==> config.mk <==
export PLATFORM = sky130hd
export DESIGN_NAME = tape_record_formatter
export DESIGN_NICKNAME = d
export VERILOG_FILES = /design/src/inc/tape_fmt_pkg.sv /design/src/hdl/tape_record_formatter.sv
export SDC_FILE = /design/constraint.sdc
export NUM_CORES = 1
export LEC_CHECK = 0
export ABC_AREA = 1
export BUFFER_PORTS_ARGS = -buffer_cell sky130_fd_sc_hd__clkbuf_2
export CAP_MARGIN = 15
export CORE_MARGIN = 2
export CORE_UTILIZATION = 32
export CTS_CLUSTER_DIAMETER = 30
export CTS_CLUSTER_SIZE = 12
export DETAILED_ROUTE_END_ITERATION = 8
export HOLD_SLACK_MARGIN = 0.08
export SETUP_SLACK_MARGIN = 0.1
export SYNTH_ARGS = -nofsm -noshare
export SYNTH_HDL_FRONTEND = slang
export SYNTH_SLANG_ARGS = --single-unit
==> constraint.sdc <==
create_clock -name CLK -period 3.75 [get_ports CLK]
set_input_delay 0.75 -clock CLK [delete_from_list [all_inputs] [get_ports CLK]]
set_output_delay 0.75 -clock CLK [all_outputs]
set_load 0.01 [all_outputs]
==> src/inc/tape_fmt_pkg.sv <==
// Constants and carriers for the tape record formatter.
// Assumes one system clock; framing counts are in tape character slots.
package tape_fmt_pkg;
  // ****************************************
  // Framing counts
  // ****************************************
  localparam int unsigned MIN_RECORD_CHARS = 12;
  localparam int unsigned CHECK_SPACING    = 4;
  localparam int unsigned MARK_BLANKS      = 7;
  localparam int unsigned PHASE_ZEROS      = 40;
  localparam logic [7:0]  FILE_MARK_CHAR   = 8'h13;
  localparam logic [8:0]  ALL_ONES_CHAR    = 9'h1_FF;
  localparam logic [8:0]  PHASE_MARK_BITS  = 9'h0_23;
  localparam logic [8:0]  PHASE_MARK_ERASE = 9'h0_58;
  localparam int unsigned PARITY_TRACK     = 8;
  // Gap and burst lengths in thousandths of an inch; densities in characters per inch
  localparam int unsigned GAP_MILS         = 650;
  localparam int unsigned LONG_GAP_MILS    = 3000;
  localparam int unsigned BURST_MILS       = 1700;
  localparam int unsigned LOW_DENSITY      = 800;
  localparam int unsigned HIGH_DENSITY     = 1600;
  // Motion settling
  localparam int unsigned MOTION_MS        = 5;
  localparam int unsigned CLK_MHZ          = 50;
  localparam int unsigned MOTION_CYCLES    = MOTION_MS * 1000 * CLK_MHZ;
  // Format select codes
  localparam logic [3:0]  FMT_NORMAL       = 4'hC;
  localparam logic [3:0]  FMT_CORE_DUMP    = 4'hD;
  localparam logic [3:0]  FMT_REVERSED     = 4'hE;

  typedef struct packed {
    logic       valid;
    logic       last;
    logic [7:0] data;
  } char_s;

  typedef struct packed {
    logic [8:0] level;
    logic [8:0] erase;
    logic       strobe;
  } track_s;
endpackage

==> src/hdl/tape_record_formatter.sv <==
// Tape record formatter: frames controller characters onto nine tracks.
// Assumes the transport takes one character per slot strobe.
`timescale 1ns/1ns
module tape_record_formatter #(
  parameter int unsigned SLOT_DIV      = 16,
  parameter int unsigned MOTION_CYCLES = tape_fmt_pkg::MOTION_CYCLES
) (
  input  wire logic        CLK,
  input  wire logic        RESET,
  input  wire logic        HIGH_DENSITY,
  input  wire logic [3:0]  FORMAT_SELECT,
  input  wire logic        WRITE_MARK,
  input  wire logic        AT_START,
  input  wire tape_fmt_pkg::char_s CHAR_IN,
  output logic             CHAR_READY,
  input  wire logic [15:0] MEM_WORD,
  output logic [17:0]      CTRL_WORD,
  output tape_fmt_pkg::track_s TRACK_OUT,
  output logic             PHASE_HALF,
  output logic             MOTION,
  output logic             BUSY,
  input  wire logic [8:0]  READ_CHAR,
  input  wire logic        READ_STROBE,
  output logic             READ_SYNC,
  output logic             READ_DATA_VALID,
  output logic [8:0]       READ_DATA
);
  // ****************************************
  // Sequencer
  // ****************************************
  typedef enum logic [9:0] {
    IDLE    = 10'b00_0000_0001,
    SPINUP  = 10'b00_0000_0010,
    BURST   = 10'b00_0000_0100,
    GAP     = 10'b00_0000_1000,
    PREAMB  = 10'b00_0001_0000,
    DATA    = 10'b00_0010_0000,
    PAD     = 10'b00_0100_0000,
    CHECKS  = 10'b00_1000_0000,
    POSTAMB = 10'b01_0000_0000,
    MARK    = 10'b10_0000_0000
  } state_e;

  localparam int unsigned SLOT_W = 16;
  // Slots covering a length in thousandths of an inch at density, rounded up
  function automatic logic [SLOT_W-1:0] gap_slots(input int unsigned mils,
                                                  input logic hi);
    int unsigned d;
    d = hi ? tape_fmt_pkg::HIGH_DENSITY : tape_fmt_pkg::LOW_DENSITY;
    return SLOT_W'((mils * d + 999) / 1000);
  endfunction

  state_e state;
  logic [SLOT_W-1:0] count;
  logic [$clog2(SLOT_DIV)-1:0] div;
  logic slot;
  logic first_done;
  logic mark_req;
  logic [8:0] lpar;
  logic [8:0] crc;
  logic [8:0] level;
  logic [8:0] next_char;
  logic [8:0] next_erase;
  logic [31:0] settle;

  assign slot = (div == '0);
  assign CHAR_READY = (state == DATA) && slot;
  assign BUSY = (state != IDLE);

  always_ff @(posedge CLK) begin
    if (RESET || div == ($clog2(SLOT_DIV))'(SLOT_DIV - 1)) begin
      div <= '0;
    end else begin
      div <= div + 1'b1;
    end
  end

  function automatic logic [8:0] with_parity(input logic [7:0] d);
    return {~^d, d};
  endfunction

  always_ff @(posedge CLK) begin
    if (RESET) begin
      state      <= IDLE;
      count      <= '0;
      first_done <= 1'b0;
      mark_req   <= 1'b0;
      settle     <= '0;
    end else begin
      if (state == IDLE || state == SPINUP) begin
        settle <= (state == SPINUP) ? settle + 1 : '0;
      end
      if (slot || state == IDLE || state == SPINUP) begin
        unique case (state)
          IDLE: begin
            if (CHAR_IN.valid || WRITE_MARK) begin
              mark_req <= WRITE_MARK;
              state    <= SPINUP;
            end
          end
          SPINUP: begin
            if (settle >= MOTION_CYCLES - 1) begin
              if (AT_START && !first_done && HIGH_DENSITY) begin
                state <= BURST;
                count <= gap_slots(tape_fmt_pkg::BURST_MILS, 1'b1);
              end else begin
                state <= GAP;
                count <= (!first_done || mark_req)
                  ? gap_slots(tape_fmt_pkg::LONG_GAP_MILS, HIGH_DENSITY)
                  : gap_slots(tape_fmt_pkg::GAP_MILS, HIGH_DENSITY);
              end
            end
          end
          BURST: begin
            count <= count - 1'b1;
            if (count == 1) begin
              state <= GAP;
              count <= gap_slots(tape_fmt_pkg::LONG_GAP_MILS, 1'b1);
            end
          end
          GAP: begin
            count <= count - 1'b1;
            if (count == 1) begin
              first_done <= 1'b1;
              count      <= '0;
              if (mark_req) begin
                state <= MARK;
              end else if (HIGH_DENSITY) begin
                state <= PREAMB;
              end else begin
                state <= DATA;
              end
            end
          end
          PREAMB: begin
            count <= count + 1'b1;
            if (count == SLOT_W'(tape_fmt_pkg::PHASE_ZEROS)) begin
              state <= DATA;
              count <= '0;
            end
          end
          DATA: begin
            if (CHAR_IN.valid) begin
              count <= count + 1'b1;
              if (CHAR_IN.last) begin
                if (!HIGH_DENSITY && count <
                    SLOT_W'(tape_fmt_pkg::MIN_RECORD_CHARS - 1)) begin
                  state <= PAD;
                end else begin
                  state <= HIGH_DENSITY ? POSTAMB : CHECKS;
                  count <= '0;
                end
              end
            end
          end
          PAD: begin
            count <= count + 1'b1;
            if (count == SLOT_W'(tape_fmt_pkg::MIN_RECORD_CHARS - 1)) begin
              state <= CHECKS;
              count <= '0;
            end
          end
          CHECKS: begin
            count <= count + 1'b1;
            if (count == SLOT_W'(2 * tape_fmt_pkg::CHECK_SPACING - 1)) begin
              state <= IDLE;
            end
          end
          POSTAMB: begin
            count <= count + 1'b1;
            if (count == SLOT_W'(tape_fmt_pkg::PHASE_ZEROS)) begin
              state <= IDLE;
            end
          end
          MARK: begin
            count <= count + 1'b1;
            if ((HIGH_DENSITY && count ==
                 SLOT_W'(tape_fmt_pkg::PHASE_ZEROS - 1)) ||
                (!HIGH_DENSITY && count ==
                 SLOT_W'(tape_fmt_pkg::MARK_BLANKS + 1))) begin
              state <= IDLE;
            end
          end
          default: state <= IDLE;
        endcase
      end
    end
  end

  // ****************************************
  // Character selection
  // ****************************************
  // Pad characters are zero: they change no track and leave lpar alone, though crc still shifts.
  always_comb begin
    next_char  = '0;
    next_erase = '0;
    unique case (state)
      BURST: begin
        next_erase = ~(9'h1_00);
        next_char  = {count[0], 8'h00};
      end
      IDLE, SPINUP, GAP: next_erase = '1;
      PREAMB: begin
        if (count == SLOT_W'(tape_fmt_pkg::PHASE_ZEROS)) begin
          next_char = tape_fmt_pkg::ALL_ONES_CHAR;
        end
      end
      DATA: begin
        if (CHAR_IN.valid) begin
          next_char = with_parity(CHAR_IN.data);
        end
      end
      PAD: next_char = '0;
      CHECKS: begin
        if (count == SLOT_W'(tape_fmt_pkg::CHECK_SPACING - 1)) begin
          next_char = crc;
        end else if (count ==
                     SLOT_W'(2 * tape_fmt_pkg::CHECK_SPACING - 1)) begin
          next_char = lpar;
        end
      end
      POSTAMB: begin
        if (count == '0) begin
          next_char = tape_fmt_pkg::ALL_ONES_CHAR;
        end
      end
      MARK: begin
        if (HIGH_DENSITY) begin
          next_erase = ~tape_fmt_pkg::PHASE_MARK_BITS;
        end else if (count == '0 || count ==
                     SLOT_W'(tape_fmt_pkg::MARK_BLANKS + 1)) begin
          next_char = with_parity(tape_fmt_pkg::FILE_MARK_CHAR);
        end
      end
      default: next_char = '0;
    endcase
  end

  // ****************************************
  // Checks and track drive
  // ****************************************
  always_ff @(posedge CLK) begin
    if (RESET || state == IDLE) begin
      lpar <= '0;
      crc  <= '0;
    end else if (slot && (state == DATA || state == PAD)) begin
      lpar <= lpar ^ next_char;
      // Simple shift-feedback check; no recovery uses it
      crc  <= {crc[7:0], crc[8]} ^ next_char ^ (crc[8] ? 9'h0_3C : '0);
    end
  end

  always_ff @(posedge CLK) begin
    if (RESET) begin
      level     <= '0;
      TRACK_OUT <= '0;
    end else if (slot) begin
      TRACK_OUT.erase  <= next_erase;
      // Erased slots strobe too, so the transport can pace gaps
      TRACK_OUT.strobe <= 1'b1;
      if (HIGH_DENSITY) begin
        TRACK_OUT.level <= next_char;
      end else begin
        level           <= level ^ next_char;
        TRACK_OUT.level <= level ^ next_char;
      end
    end else begin
      TRACK_OUT.strobe <= 1'b0;
    end
  end

  // Second half of a phase cell carries the inverse
  always_ff @(posedge CLK) begin
    if (RESET) begin
      PHASE_HALF <= 1'b0;
    end else begin
      PHASE_HALF <= HIGH_DENSITY && (div >= ($clog2(SLOT_DIV))'(SLOT_DIV/2));
    end
  end

  always_ff @(posedge CLK) begin
    if (RESET) begin
      MOTION <= 1'b0;
    end else begin
      MOTION <= (state != IDLE);
    end
  end

  always_ff @(posedge CLK) begin
    if (RESET) begin
      CTRL_WORD <= '0;
    end else if (FORMAT_SELECT == tape_fmt_pkg::FMT_REVERSED) begin
      for (int i = 0; i < 16; i++) begin
        CTRL_WORD[i] <= MEM_WORD[15-i];
      end
      CTRL_WORD[16] <= 1'b0;
      CTRL_WORD[17] <= MEM_WORD[0];
    end else begin
      CTRL_WORD <= {2'b00, MEM_WORD};
    end
  end

  // ****************************************
  // Phase read alignment
  // ****************************************
  logic [5:0] zero_run;
  logic       in_data;
  always_ff @(posedge CLK) begin
    if (RESET) begin
      zero_run        <= '0;
      in_data         <= 1'b0;
      READ_SYNC       <= 1'b0;
      READ_DATA_VALID <= 1'b0;
      READ_DATA       <= '0;
    end else begin
      READ_DATA_VALID <= 1'b0;
      if (READ_STROBE) begin
        if (READ_CHAR == '0 && !in_data) begin
          zero_run <= (zero_run == '1) ? zero_run : zero_run + 1'b1;
          READ_SYNC <= (zero_run >= 6'(tape_fmt_pkg::PHASE_ZEROS / 2));
        end else if (READ_CHAR == tape_fmt_pkg::ALL_ONES_CHAR) begin
          in_data  <= READ_SYNC && !in_data;
          zero_run <= '0;
        end else if (in_data) begin
          READ_DATA_VALID <= 1'b1;
          READ_DATA       <= READ_CHAR;
        end else begin
          zero_run  <= '0;
          READ_SYNC <= 1'b0;
        end
      end
    end
  end
endmodule

Yosys cells after proc, flatten, opt, wreduce, memory -nomap -nowiden. Index checks and enable logic that the tools add are counted.

Div/mod/pow operators: 2. Reduce and logical (&&, ||, !) cells: 41. Magnitude comparators: 4. Multipliers: 2. Equal/unequal tests: 37. Muxes and demuxes: 52. Bitwise logic cells: 9. Add/subtract/negate cells: 7.

Operators by type and width (count): 16-bit 2-to-1 mux (11); 10-bit 2-to-1 mux (12); 16-bit case mux with 7 select lines (1); 10-bit case mux with 10 select lines (1); 9-bit 2-to-1 mux (9); 32-bit by 10-bit divider with 32-bit output (second input constant) (2); 9-bit case mux with 6 select lines (1); 6-bit 2-to-1 mux (6); 32-bit by 1-bit adder with 32-bit output (second input constant) (1); 32-bit by 10-bit adder with 32-bit output (second input constant) (1); 16-bit by 4-bit == test with 1-bit output (second input constant) (2); 16-bit by 6-bit == test with 1-bit output (second input constant) (2); 32-bit by 18-bit greater-or-equal comparator with 1-bit output (second input constant) (1); 9-bit by 32-bit multiplier with 29-bit output (first input constant) (1); 32-bit 2-to-1 mux (1); 9-bit case mux with 3 select lines (1); 9-bit bitwise XOR (3); 21-bit by 10-bit adder with 22-bit output (second input constant) (1); 2-bit != test (second input constant) (11); 9-bit by 11-bit multiplier with 20-bit output (first input constant) (1); 16-bit by 1-bit adder with 16-bit output (second input constant) (1); 16-bit by 1-bit == test with 1-bit output (second input constant) (1); 16-bit by 2-bit == test with 1-bit output (second input constant) (1); 16-bit by 3-bit == test with 1-bit output (second input constant) (1); 43 further kinds (81).

Word-level logic and storage cells: 175. Bits of input ports: 45. Register bits after elaboration: 148. Output and inout bits: 52.

Longest topological paths before layout. Gate-level depths: netlist of the first run.

Depth in word-level cells: 8. Mapped depth: 33. Mapped depth without buffers: 31.

Least setup slack after synthesis of the first run. Ideal clock, no wire load.

Kind: input -> register. Start: input port HIGH_DENSITY. End: register count[0]. Data required time: 3631 ps. Arrival: 3842 ps. Setup time: 119 ps. Stages on the path: 27. Buffers on the path: 2. Slack: -212 ps. Cells stage by stage: clkbuf_1 -> clkinv_1 -> ha_1 -> nor2_2 -> nand3_2 -> nand2_1 -> inv_2 -> nand3_2 -> nand2_2 -> nor2_2 -> nand3_2 -> nand2_4 -> nand3_2 -> buf_6 -> inv_2 -> ha_1 -> inv_1 -> nor2_2 -> nand3_4 -> nand4_1 -> nand2_1 -> nor2_1 -> nand2_1 -> nor2_1 -> nand3_1 -> nand2_1 -> a21oi_1.

Cells in the longest elaborated chain, start to end: 8. Elaborated cells between the ends (all ways): 17. Classes of those cells: add/sub (2); mul (2); div (2); mux (8); reduce/logical (3).

Ends and longest elaborated chain: from (decl) (line tape_record_formatter.sv:10) `input wire logic HIGH_DENSITY,`; 11-bit 2-to-1 mux (line tape_record_formatter.sv:49) `d = hi ? tape_fmt_pkg::HIGH_DENSITY : tape_fmt_pkg::LOW_DENSITY;`; 9-bit by 32-bit multiplier with 29-bit output / 9-bit by 11-bit multiplier with 20-bit output (equally long branches) (line tape_record_formatter.sv:50) `return SLOT_W'((mils * d + 999) / 1000);`; 32-bit by 10-bit adder with 32-bit output / 21-bit by 10-bit adder with 22-bit output (equally long branches) (line tape_record_formatter.sv:50); 32-bit by 10-bit divider with 32-bit output (line tape_record_formatter.sv:50); 16-bit 2-to-1 mux (line tape_record_formatter.sv:109) `? gap_slots(tape_fmt_pkg::LONG_GAP_MILS, HIGH_DENSITY)`; 16-bit 2-to-1 mux (line tape_record_formatter.sv:103) `if (AT_START && !first_done && HIGH_DENSITY) begin`; 16-bit 2-to-1 mux (line tape_record_formatter.sv:102) `if (settle >= MOTION_CYCLES - 1) begin`; 16-bit case mux with 7 select lines * (line tape_record_formatter.sv:94) `unique case (state)`; to (signal assigned) (line tape_record_formatter.sv:105) `count <= gap_slots(tape_fmt_pkg::BURST_MILS, 1'b1);`; to (signal assigned) (line tape_record_formatter.sv:108) `count <= (!first_done || mark_req)`; to (signal assigned) (line tape_record_formatter.sv:115) `count <= count - 1'b1;`; to (decl) (line tape_record_formatter.sv:54) `logic [SLOT_W-1:0] count;`.

Every way passes the cells marked *; elsewhere a longest branch is shown, timed or not. The select of a mux whose other input is x is not followed. A chain may end at the register's enable or synchronous reset.

Worst setup path after layout of the first run. Ends and elaborated chain as after synthesis.

==> reports/metrics.cfg, run 1 <==
[sta]
hold_slack_ps = 470
postLayoutSetupSlackWorst_ps = 329
slew_headroom = 0.368
tightest_slew_ps = 939
setup_tns_ps = 0
fin_crit_sh = 0.912
clock_skew_ps = 9.35
timing.fmax_ghz = 0.292
grt_setup_unrepaired = no
fin_crit_ps = 3420
finalHoldViolCount = 0
setup_viol = 0
drv_slew = 0

[placement]
io_buffers = 95
place.gp.congestion = 0.849
post-place-ws_ps = -133
dp_hpwl_um = 18600

[cts]
cts_made_buffers = 17
clk_path_buf_depth = 2
clock_latency_ps = 430
cts_tree = done
holdBufCountCts = 0
cts_sinks = 141
cts.clk_slew.worst_paths_ps = 60
cts_max_level = 4
root_buffer = clkbuf_16

[routing]
post_drt_via_cell_ratio = 5.00
wl_per_cell_um = 13.6
drc = 0
dr.pass1.iters = 6
wl_um = 25200
antenna_left = 0
drt_iter0_drc = 731
vias = 9303

[synth]
synthArstFlopShare = 0
ys_seq_area_frac = 0.314
syn_inst = 1335
synth_cell_types = 61
yosys-top-cells-area = dfxtp_1 (31%), nand2_1 (9.6%), inv_1 (7.4%)
yosys.area.top_type_share = 0.314
ys_ff_latch = 141
synth_flop_cell = dfxtp_1
yosys.area.top_type = dfxtp_1
synthesis.nets = 1402
synthesis.area_um2 = 8990
avgSynthCellArea_um2 = 6.73
synth_warnings = 0
synth-edff-count = 0

[setup_path]
crit_required_ps = 4070
worst_setup_path_end_kind = flip-flop
startpoint_type = input port
criticalPathCategory = in2reg
cp.arrival_ps = 3740
cp_max_fo = 8

[run_status]
outcome = finished, final reports clean

[grt]
grt_overflow = 0
antenna_found_initial = 0
gr-usage-all-layers = 0.173
grt_pass1_vias = 8822
grt_first_pass_wirelength_um = 41800
grt_max_degree = 69

[cells_and_area]
drive_above_1_share = 0.201
n_fill_cell = 2880
area_delta_synth_final_pct = 23.6
nNetsFinal = 1538
insertedDiodeCount = 0

[floorplanning]
rows = 61
fp.dieW_um = 172
die_h_um = 172
start_util = 0.324
die_area_um2 = 29400
core_area_um2 = 27700
ioPinCount = 97

[power]
p_per_area_nw_per_um2 = 536
p_leak_uw = 0.00475
ir_worst_vdd_mv = 0.352

[hold_path]
min_path_type = reg2reg

[job]
cap_violations = 0

per-stage QoR:
stage	power, uW	instances	util	area [um^2]
2_1_floorplan	3490	1335	-	8990
3_3_place_gp	4140	1817	0.365	10100
3_5_place_dp	4160	1817	0.365	10100
4_1_cts	5910	1849	0.387	10700
5_1_grt	6370	1862	0.401	11100
6_report	5960	1862	0.401	11100
logic make-up (layout without fill, tap and decap cells):
family | Yosys count | after routing | share of synthesized area
and+or+nand+nor | 604 | 605 | 0.313
AOI/OAI and AO/OA | 273 | 273 | 0.183
buffers and inverters | 239 | 387 | 0.106
DFF | 141 | 141 | 0.314
xor gates and xnor gates | 54 | 54 | 0.0526
adders and majority gates | 22 | 22 | 0.0306
other | 2 | 2 | 0.000836
cell usage in the layout, fill, tap and decap left out, drive strengths merged, types with 3 or more instances in the layout:
master,netlist,routed
a211oi,28,28
a21oi,82,82
a221oi,6,6
a22oi,11,11
a31oi,9,9
a32oi,6,6
buf,16,65
clkbuf,28,115
clkinv,4,6
clkinvlp,0,3
dfxtp,141,141
ha,22,22
inv,191,196
nand2,241,242
nand3,88,88
nand4,27,27
nor2,183,183
nor3,34,34
nor4,24,24
o211ai,12,12
o21ai,97,97
o22ai,3,3
xnor2,9,9
xor2,45,45
worst paths after layout:
check                                   from  slack (ps)  endpoint  cells after the start
worst max-delay path            HIGH_DENSITY         330  count[0]                     25
worst max register to register    first_done         360  count[0]                     25
worst min-delay path                  div[0]         470    div[0]                      1
worst min register to register        div[0]         470    div[0]                      1
report_power, final:
part | switching [uW] | internal [uW] | leakage [uW]
registers | 143 | 1630 | 0.00115
logic | 1660 | 791 | 0.00332
clock network | 716 | 1020 | 0.000286
repair_timing:
item / in CTS / in global routing
buffers inserted: 0 / 12
gates cloned: 0 / 1
gates resized for setup: 3 / 69
pin swaps: 0 / 29
endpoints found under the setup margin: 1 / 2
final cells by class:
class / count / area [um^2] / area share
clock inverter: 12 / 150 / 0.0135
timing repair buffer: 160 / 985 / 0.0887
multi-input combinational: 956 / 5490 / 0.494
tap: 378 / 473 / 0.0426
sequential: 141 / 2820 / 0.254
clock buffer: 20 / 447 / 0.0402
inverter: 195 / 742 / 0.0668
metal layers:
| metal | track usage | wire (um) | up-vias |
|---|---|---|---|
| met5 | 0 | 0 | - |
| met2 | 0.285 | 11400 | 256 |
| li1 | - | - | 4720 |
| met4 | 0.0461 | 272 | 0 |
| met1 | 0.230 | 12100 | 4305 |
| met3 | 0.0343 | 1400 | 22 |
sequential cells by signal, summed over array words and instances, names as in the netlist, 9 cells and up:
signal / flops
CTRL_WORD: 17
lpar: 9
settle: 32
state: 10
level: 9
TRACK_OUT: 13
READ_DATA: 9
crc: 9
count: 16
synthesized netlist by cell type (all sizes together), types with 2 or more instances:
cell and n:
a211oi 28, a21boi 2, a21oi 82, a221oi 6, a22oi 11, a31oi 9
a32oi 6, and3 2, buf 16, clkbuf 28, clkinv 4, conb 2
dfxtp 141, ha 22, inv 191, nand2 241, nand3 88, nand3b 2
nand4 27, nor2 183, nor3 34, nor4 24, o2111ai 2, o211ai 12
o21ai 97, o221ai 2, o22ai 3, o311ai 2, o41ai 2, xnor2 9
xor2 45
worst max-delay path, stage by stage:
cell and delay (ps):
clkbuf_4 180, clkinv_2 120, ha_2 290, a21oi_4 260, nand3_4 150, buf_4 170, nand4_1 60, nand2_1 90
inv_2 90, nand2_1 100, nor2_4 170, nand3_4 140, inv_4 100, ha_4 130, inv_1 60, nor2_4 110
nand3_4 120, nand4_1 120, nand2_1 80, nor2_2 80, nand2_1 60, nor2_2 100, nand3_1 80, nand2_1 60
a21oi_1 60
Power figures use the tool's default switching activity.
==> inputs of run 2 (changes only) <==
Settings changed: PLACE_DENSITY set to 0.53.
==> run 2 against run 1 <==
Compared with the run above:
- global-route usage rose by 0.22 points
- non-clock buffer count rose by 5
- sequential power is essentially flat
- critical path depth is 4 higher
- via count decreased by 1.7%
- maximum frequency rose by 3.2%
- clock skew increased by 9.0 ps
- count of clock-buffer cells in the layout decreased by 3
- total power shrank 0.27%
- critical path type unchanged
- largest cell class unchanged
- highest routed layer unchanged
==> reports/metrics.cfg, run 2 (synthesized netlist as in run 1, its figures left out) <==
[run_status]
outcome = finished, final reports clean

[hold_path]
worstHoldEndpoint = div[0]
min_path_cells = 1
hold_path_startpoint = div[0]
min_path_type = reg2reg

[setup_path]
cp_top_family = simple AND/OR/NAND/NOR gates
reg2reg_setup_slack_ps = 450
criticalPathCategory = in2reg
rr_worst_depth = 29
startpoint_type = input port
critPathMostFrequentCell = nand2_1
crit_required_ps = 4070
worst_setup_path_end_kind = flip-flop
worst_r2r_endpoint = count[0]
cpPeakStageDelay_ps = 260
crit_path_top_delay_cell = ha_4
cp.arrival_ps = 3630
critPathBufInv = 6
crit-reg2reg-launch = mark_req
cp_max_fo = 14

[sta]
drv_slew = 0
clock_skew_ps = 18.3
finalHoldViolCount = 0
fin_crit_sh = 0.884
setup_viol = 0
setup_tns_ps = 0
tightest_slew_ps = 806
grt_setup_unrepaired = no
fin_crit_ps = 3310
slew_headroom = 0.457
timing.fmax_ghz = 0.302

[cells_and_area]
area_delta_synth_final_pct = 22.0
fin_cells = 1866
insertedDiodeCount = 0
largest-register = settle
reg_top3 = settle (32), CTRL_WORD (17), count (16)
nNetsFinal = 1542
drive_above_1_share = 0.192
largest_register_ffs = 32
final_cell_mix = nand2_1 (221), inv_1 (176), nor2_1 (159), dfxtp_1 (141), clkbuf_2 (95)
final_common_cell = nand2_1

[cts]
cts.clk_slew.worst_paths_ps = 60
cts_made_buffers = 17
cts_max_level = 4
holdBufCountCts = 0
cts_sinks = 141
clock_latency_ps = 430
clk_path_buf_depth = 2
root_buffer = clkbuf_16
cts_tree = done

[placement]
placed_cells = 1832
io_buffers = 95
dp_hpwl_um = 19100
place.gp.congestion = 0.896

[floorplanning]
start_util = 0.324
core_area_um2 = 27700
ioPinCount = 97
die_area_um2 = 29400
rows = 61
die_h_um = 172
fp.dieW_um = 172

[power]
ir_worst_vdd_mv = 0.370
p_leak_uw = 0.00477
p_per_area_nw_per_um2 = 542

[routing]
antenna_left = 0
post_drt_via_cell_ratio = 4.90
dr.pass1.iters = 6
wl_um = 25200
drc = 0
drt_iter0_drc = 585
vias = 9143
wl_per_cell_um = 13.5

[grt]
grt_first_pass_wirelength_um = 42100
antenna_found_initial = 0
grt_max_degree = 42
grt_overflow = 0
gr-usage-all-layers = 0.175
grt_pass1_vias = 8554

[job]
cap_violations = 0

run 2: cell count changes in the layout (fill, tap and decap cells not counted), moves of 4 or more:
cell	delta
buf_6	-5
buf_4	+9
nand2_4	-4
nand2_1	+7
run 2: cell type report:
| cell class | count | area, um^2 |
|---|---|---|
| fill | 2938 | 16700 |
| multi-input combinational | 955 | 5330 |
| sequential | 141 | 2820 |
| timing repair buffer | 165 | 1010 |
| inverter | 195 | 733 |
| tap | 378 | 473 |
| clock buffer | 17 | 425 |
| clock inverter | 15 | 173 |
run 2: metal layers:
layer / vias up / GRT usage / wire, um
met5: - / 0 / 0
met4: 0 / 0.0391 / 263
met3: 18 / 0.0320 / 1390
met2: 237 / 0.281 / 11400
met1: 4144 / 0.244 / 12200
li1: 4744 / - / -
run 2: repair_timing:
item	4_1_cts	5_1_grt
endpoints found under the hold margin	0	0
endpoints found under the setup margin	0	2
buffers inserted	0	2
resized for setup	0	28
run 2: worst max-delay path by stage:
stage / depth (start not counted) / from / end / slack, ps
after detailed placement: 27 / HIGH_DENSITY / count[0] / -120
after global routing: 27 / mark_req / count[0] / 90
after floorplan: 28 / HIGH_DENSITY / count[0] / 100
final: 29 / HIGH_DENSITY / count[0] / 440
after global placement: 27 / HIGH_DENSITY / count[0] / -50
after CTS: 28 / mark_req / count[0] / 160
run 2: report_power, final:
| group | internal [uW] | switching (uW) | total, uW |
|---|---|---|---|
| combinational | 807 | 1650 | 2450 |
| clock | 952 | 767 | 1720 |
| sequential | 1630 | 142 | 1770 |
run 2: worst reg2reg max path, delay by kind of cell, from the launching register on:
kind,cells,cell delay (ps)
AND/OR/NAND/NOR,18,1560
buffers and inverters,7,800
flip-flops,1,320
AO/OA/AOI/OAI,3,310
adder cells (fa/ha/maj),1,190
run 2: per-stage QoR:
stage / setup WS, ps / hold WS [ps] / util / total power (uW) / area, um^2
after global placement: -52.1 / 451 / 0.370 / 4210 / 10200
after floorplan: 101 / 430 / - / 3490 / 8990
final: 436 / 463 / 0.396 / 5940 / 11000
after detailed placement: -124 / 451 / 0.370 / 4200 / 10200
after CTS: 158 / 465 / 0.391 / 5940 / 10800
after global routing: 85.6 / 485 / 0.396 / 6360 / 11000
==> inputs of run 3 (changes only) <==
Settings changed: BUFFER_PORTS_ARGS -buffer_cell sky130_fd_sc_hd__clkbuf_2 to -buffer_cell sky130_fd_sc_hd__buf_2.
==> run 3 against run 2 <==
Compared with the run above:
- sequential power about the same
- wire length shrank 0.87%
- clock skew fell by 7.9 ps
- combinational power about the same
- core utilization is 0.095 points lower
- global-route usage up 0.13 points
==> reports/metrics.cfg, run 3 (synthesized netlist as in run 1, its figures left out) <==
[power]
p_int_uw = 3460
switchingPower_uw = 2550
p_comb_frac = 0.408
pwr-share-seq = 0.294
ir_worst_vdd_mv = 0.390
p_per_area_nw_per_um2 = 549
p_sw_frac = 0.425
p_leak_uw = 0.00480
power_uw = 6010
clkPwrFrac = 0.298

[cts]
clk_path_buf_depth = 2
cts_made_buffers = 17
cts_tree = done
clock_latency_ps = 430
root_buffer = clkbuf_16
cts_max_level = 4
cts_sinks = 141
cts.clk_slew.worst_paths_ps = 70

[grt]
gr-usage-all-layers = 0.176
grt_first_pass_wirelength_um = 42400
grt_overflow = 0
antenna_found_initial = 0
grt_pass1_vias = 8756
grt_max_degree = 69

[routing]
dr.pass1.iters = 5
vias = 9165
post_drt_via_cell_ratio = 4.91
antenna_left = 0
wl_um = 25000
drt_iter0_drc = 533
wl_per_cell_um = 13.4
drc = 0

[run_status]
outcome = finished, final reports clean

[setup_path]
crit_required_ps = 4060
cp_top_family = simple AND/OR/NAND/NOR gates
critPathBufInv = 6
cp_max_fo = 14
critPathMostFrequentCell = nand2_1
criticalPathCategory = in2reg
worst_setup_path_end_kind = flip-flop
cp.arrival_ps = 3660
rr_worst_depth = 30
cp.depth = 29
startpoint_type = input port
cpPeakStageDelay_ps = 300
crit_path_top_delay_cell = ha_2

[floorplanning]
rows = 61
die_h_um = 172
fp.dieW_um = 172
ioPinCount = 97
core_area_um2 = 27700
start_util = 0.324
die_area_um2 = 29400

[sta]
slew_headroom = 0.445
timing.fmax_ghz = 0.298
tightest_slew_ps = 832
setup_viol = 0
drv_slew = 0
grt_setup_unrepaired = no
clock_skew_ps = 10.4
finalHoldViolCount = 0
postLayoutSetupSlackWorst_ps = 399
fin_crit_sh = 0.894
fin_crit_ps = 3350

[cells_and_area]
multi_input_area_um2 = 5270
seq_area_um2 = 2820
final_common_cell = nand2_1
largest-register = settle
drive_above_1_share = 0.189
final_cell_mix = nand2_1 (222), inv_1 (177), nor2_1 (159), dfxtp_1 (140), buf_2 (95)
nNetsFinal = 1543
area_delta_synth_final_pct = 21.7
insertedDiodeCount = 0
reg_top3 = settle (32), CTRL_WORD (17), count (16)
n_fill_cell = 2966
largest_register_ffs = 32
final_area_um2 = 10900

[hold_path]
min_path_type = reg2reg
min_path_cells = 1

[placement]
place.gp.congestion = 0.879
dp_hpwl_um = 18800
post-place-ws_ps = -102
io_buffers = 95
dpl_cell_area_um2 = 10200

[job]
cap_violations = 0

[run 3: cell types whose count changed in the layout (fill, tap and decap cells not counted), moves of 2 or more]
cell | before | now
buf_2 | 0 | 95
clkbuf_2 | 95 | 0
ha_1 | 16 | 20
ha_2 | 4 | 2
ha_4 | 2 | 0
inv_2 | 15 | 13
inv_8 | 4 | 6
o21ai_1 | 4 | 2
[run 3: timing repair]
action,in CTS,in global routing
setup buffers,0,2
resized for setup,0,18
endpoints found under the setup margin,0,2
hold buffers,0,0
[run 3: through the flow]
step / instances / utilization / hold slack [ps] / setup TNS (ps)
3_3_place_gp: 1833 / 0.370 / 451 / -35.8
2_1_floorplan: 1335 / - / 430 / 0
4_1_cts: 1865 / 0.392 / 474 / 0
6_report: 1867 / 0.395 / 466 / 0
3_5_place_dp: 1833 / 0.370 / 457 / -102
5_1_grt: 1867 / 0.395 / 495 / 0
[run 3: worst paths after layout]
kind | startpoint | endpoint | slack [ps]
hold / removal | div[0] | div[0] | 470
setup reg to reg | mark_req | count[0] | 440
hold reg to reg | div[0] | div[0] | 470
setup / recovery | HIGH_DENSITY | count[0] | 400
[run 3: final cells by class]
type                    count  area share
inverters                 195      0.0673
clock buffers              17      0.0389
multi-input cells         955       0.482
clock inverters            15      0.0176
repair buffers            166      0.0933
flip-flops and latches    141       0.258
well taps                 378      0.0432
[run 3: metal layers]
metal,GRT usage,part of all wire,up-vias
li1,-,-,4746
met1,0.239,0.48,4190
met2,0.283,0.45,201
met3,0.0350,0.052,28
met4,0.0508,0.016,0
met5,0,0,-
[run 3: power groups by stage]
stage / Sequential, uW / Clock [uW] / Combinational (uW)
finish: 1770 / 1790 / 2450
global route: 1790 / 1900 / 2760
CTS: 1760 / 1840 / 2440
detailed placement: 1790 / 0 / 2430
global placement: 1790 / 0 / 2420
floorplan: 1770 / 0 / 1720
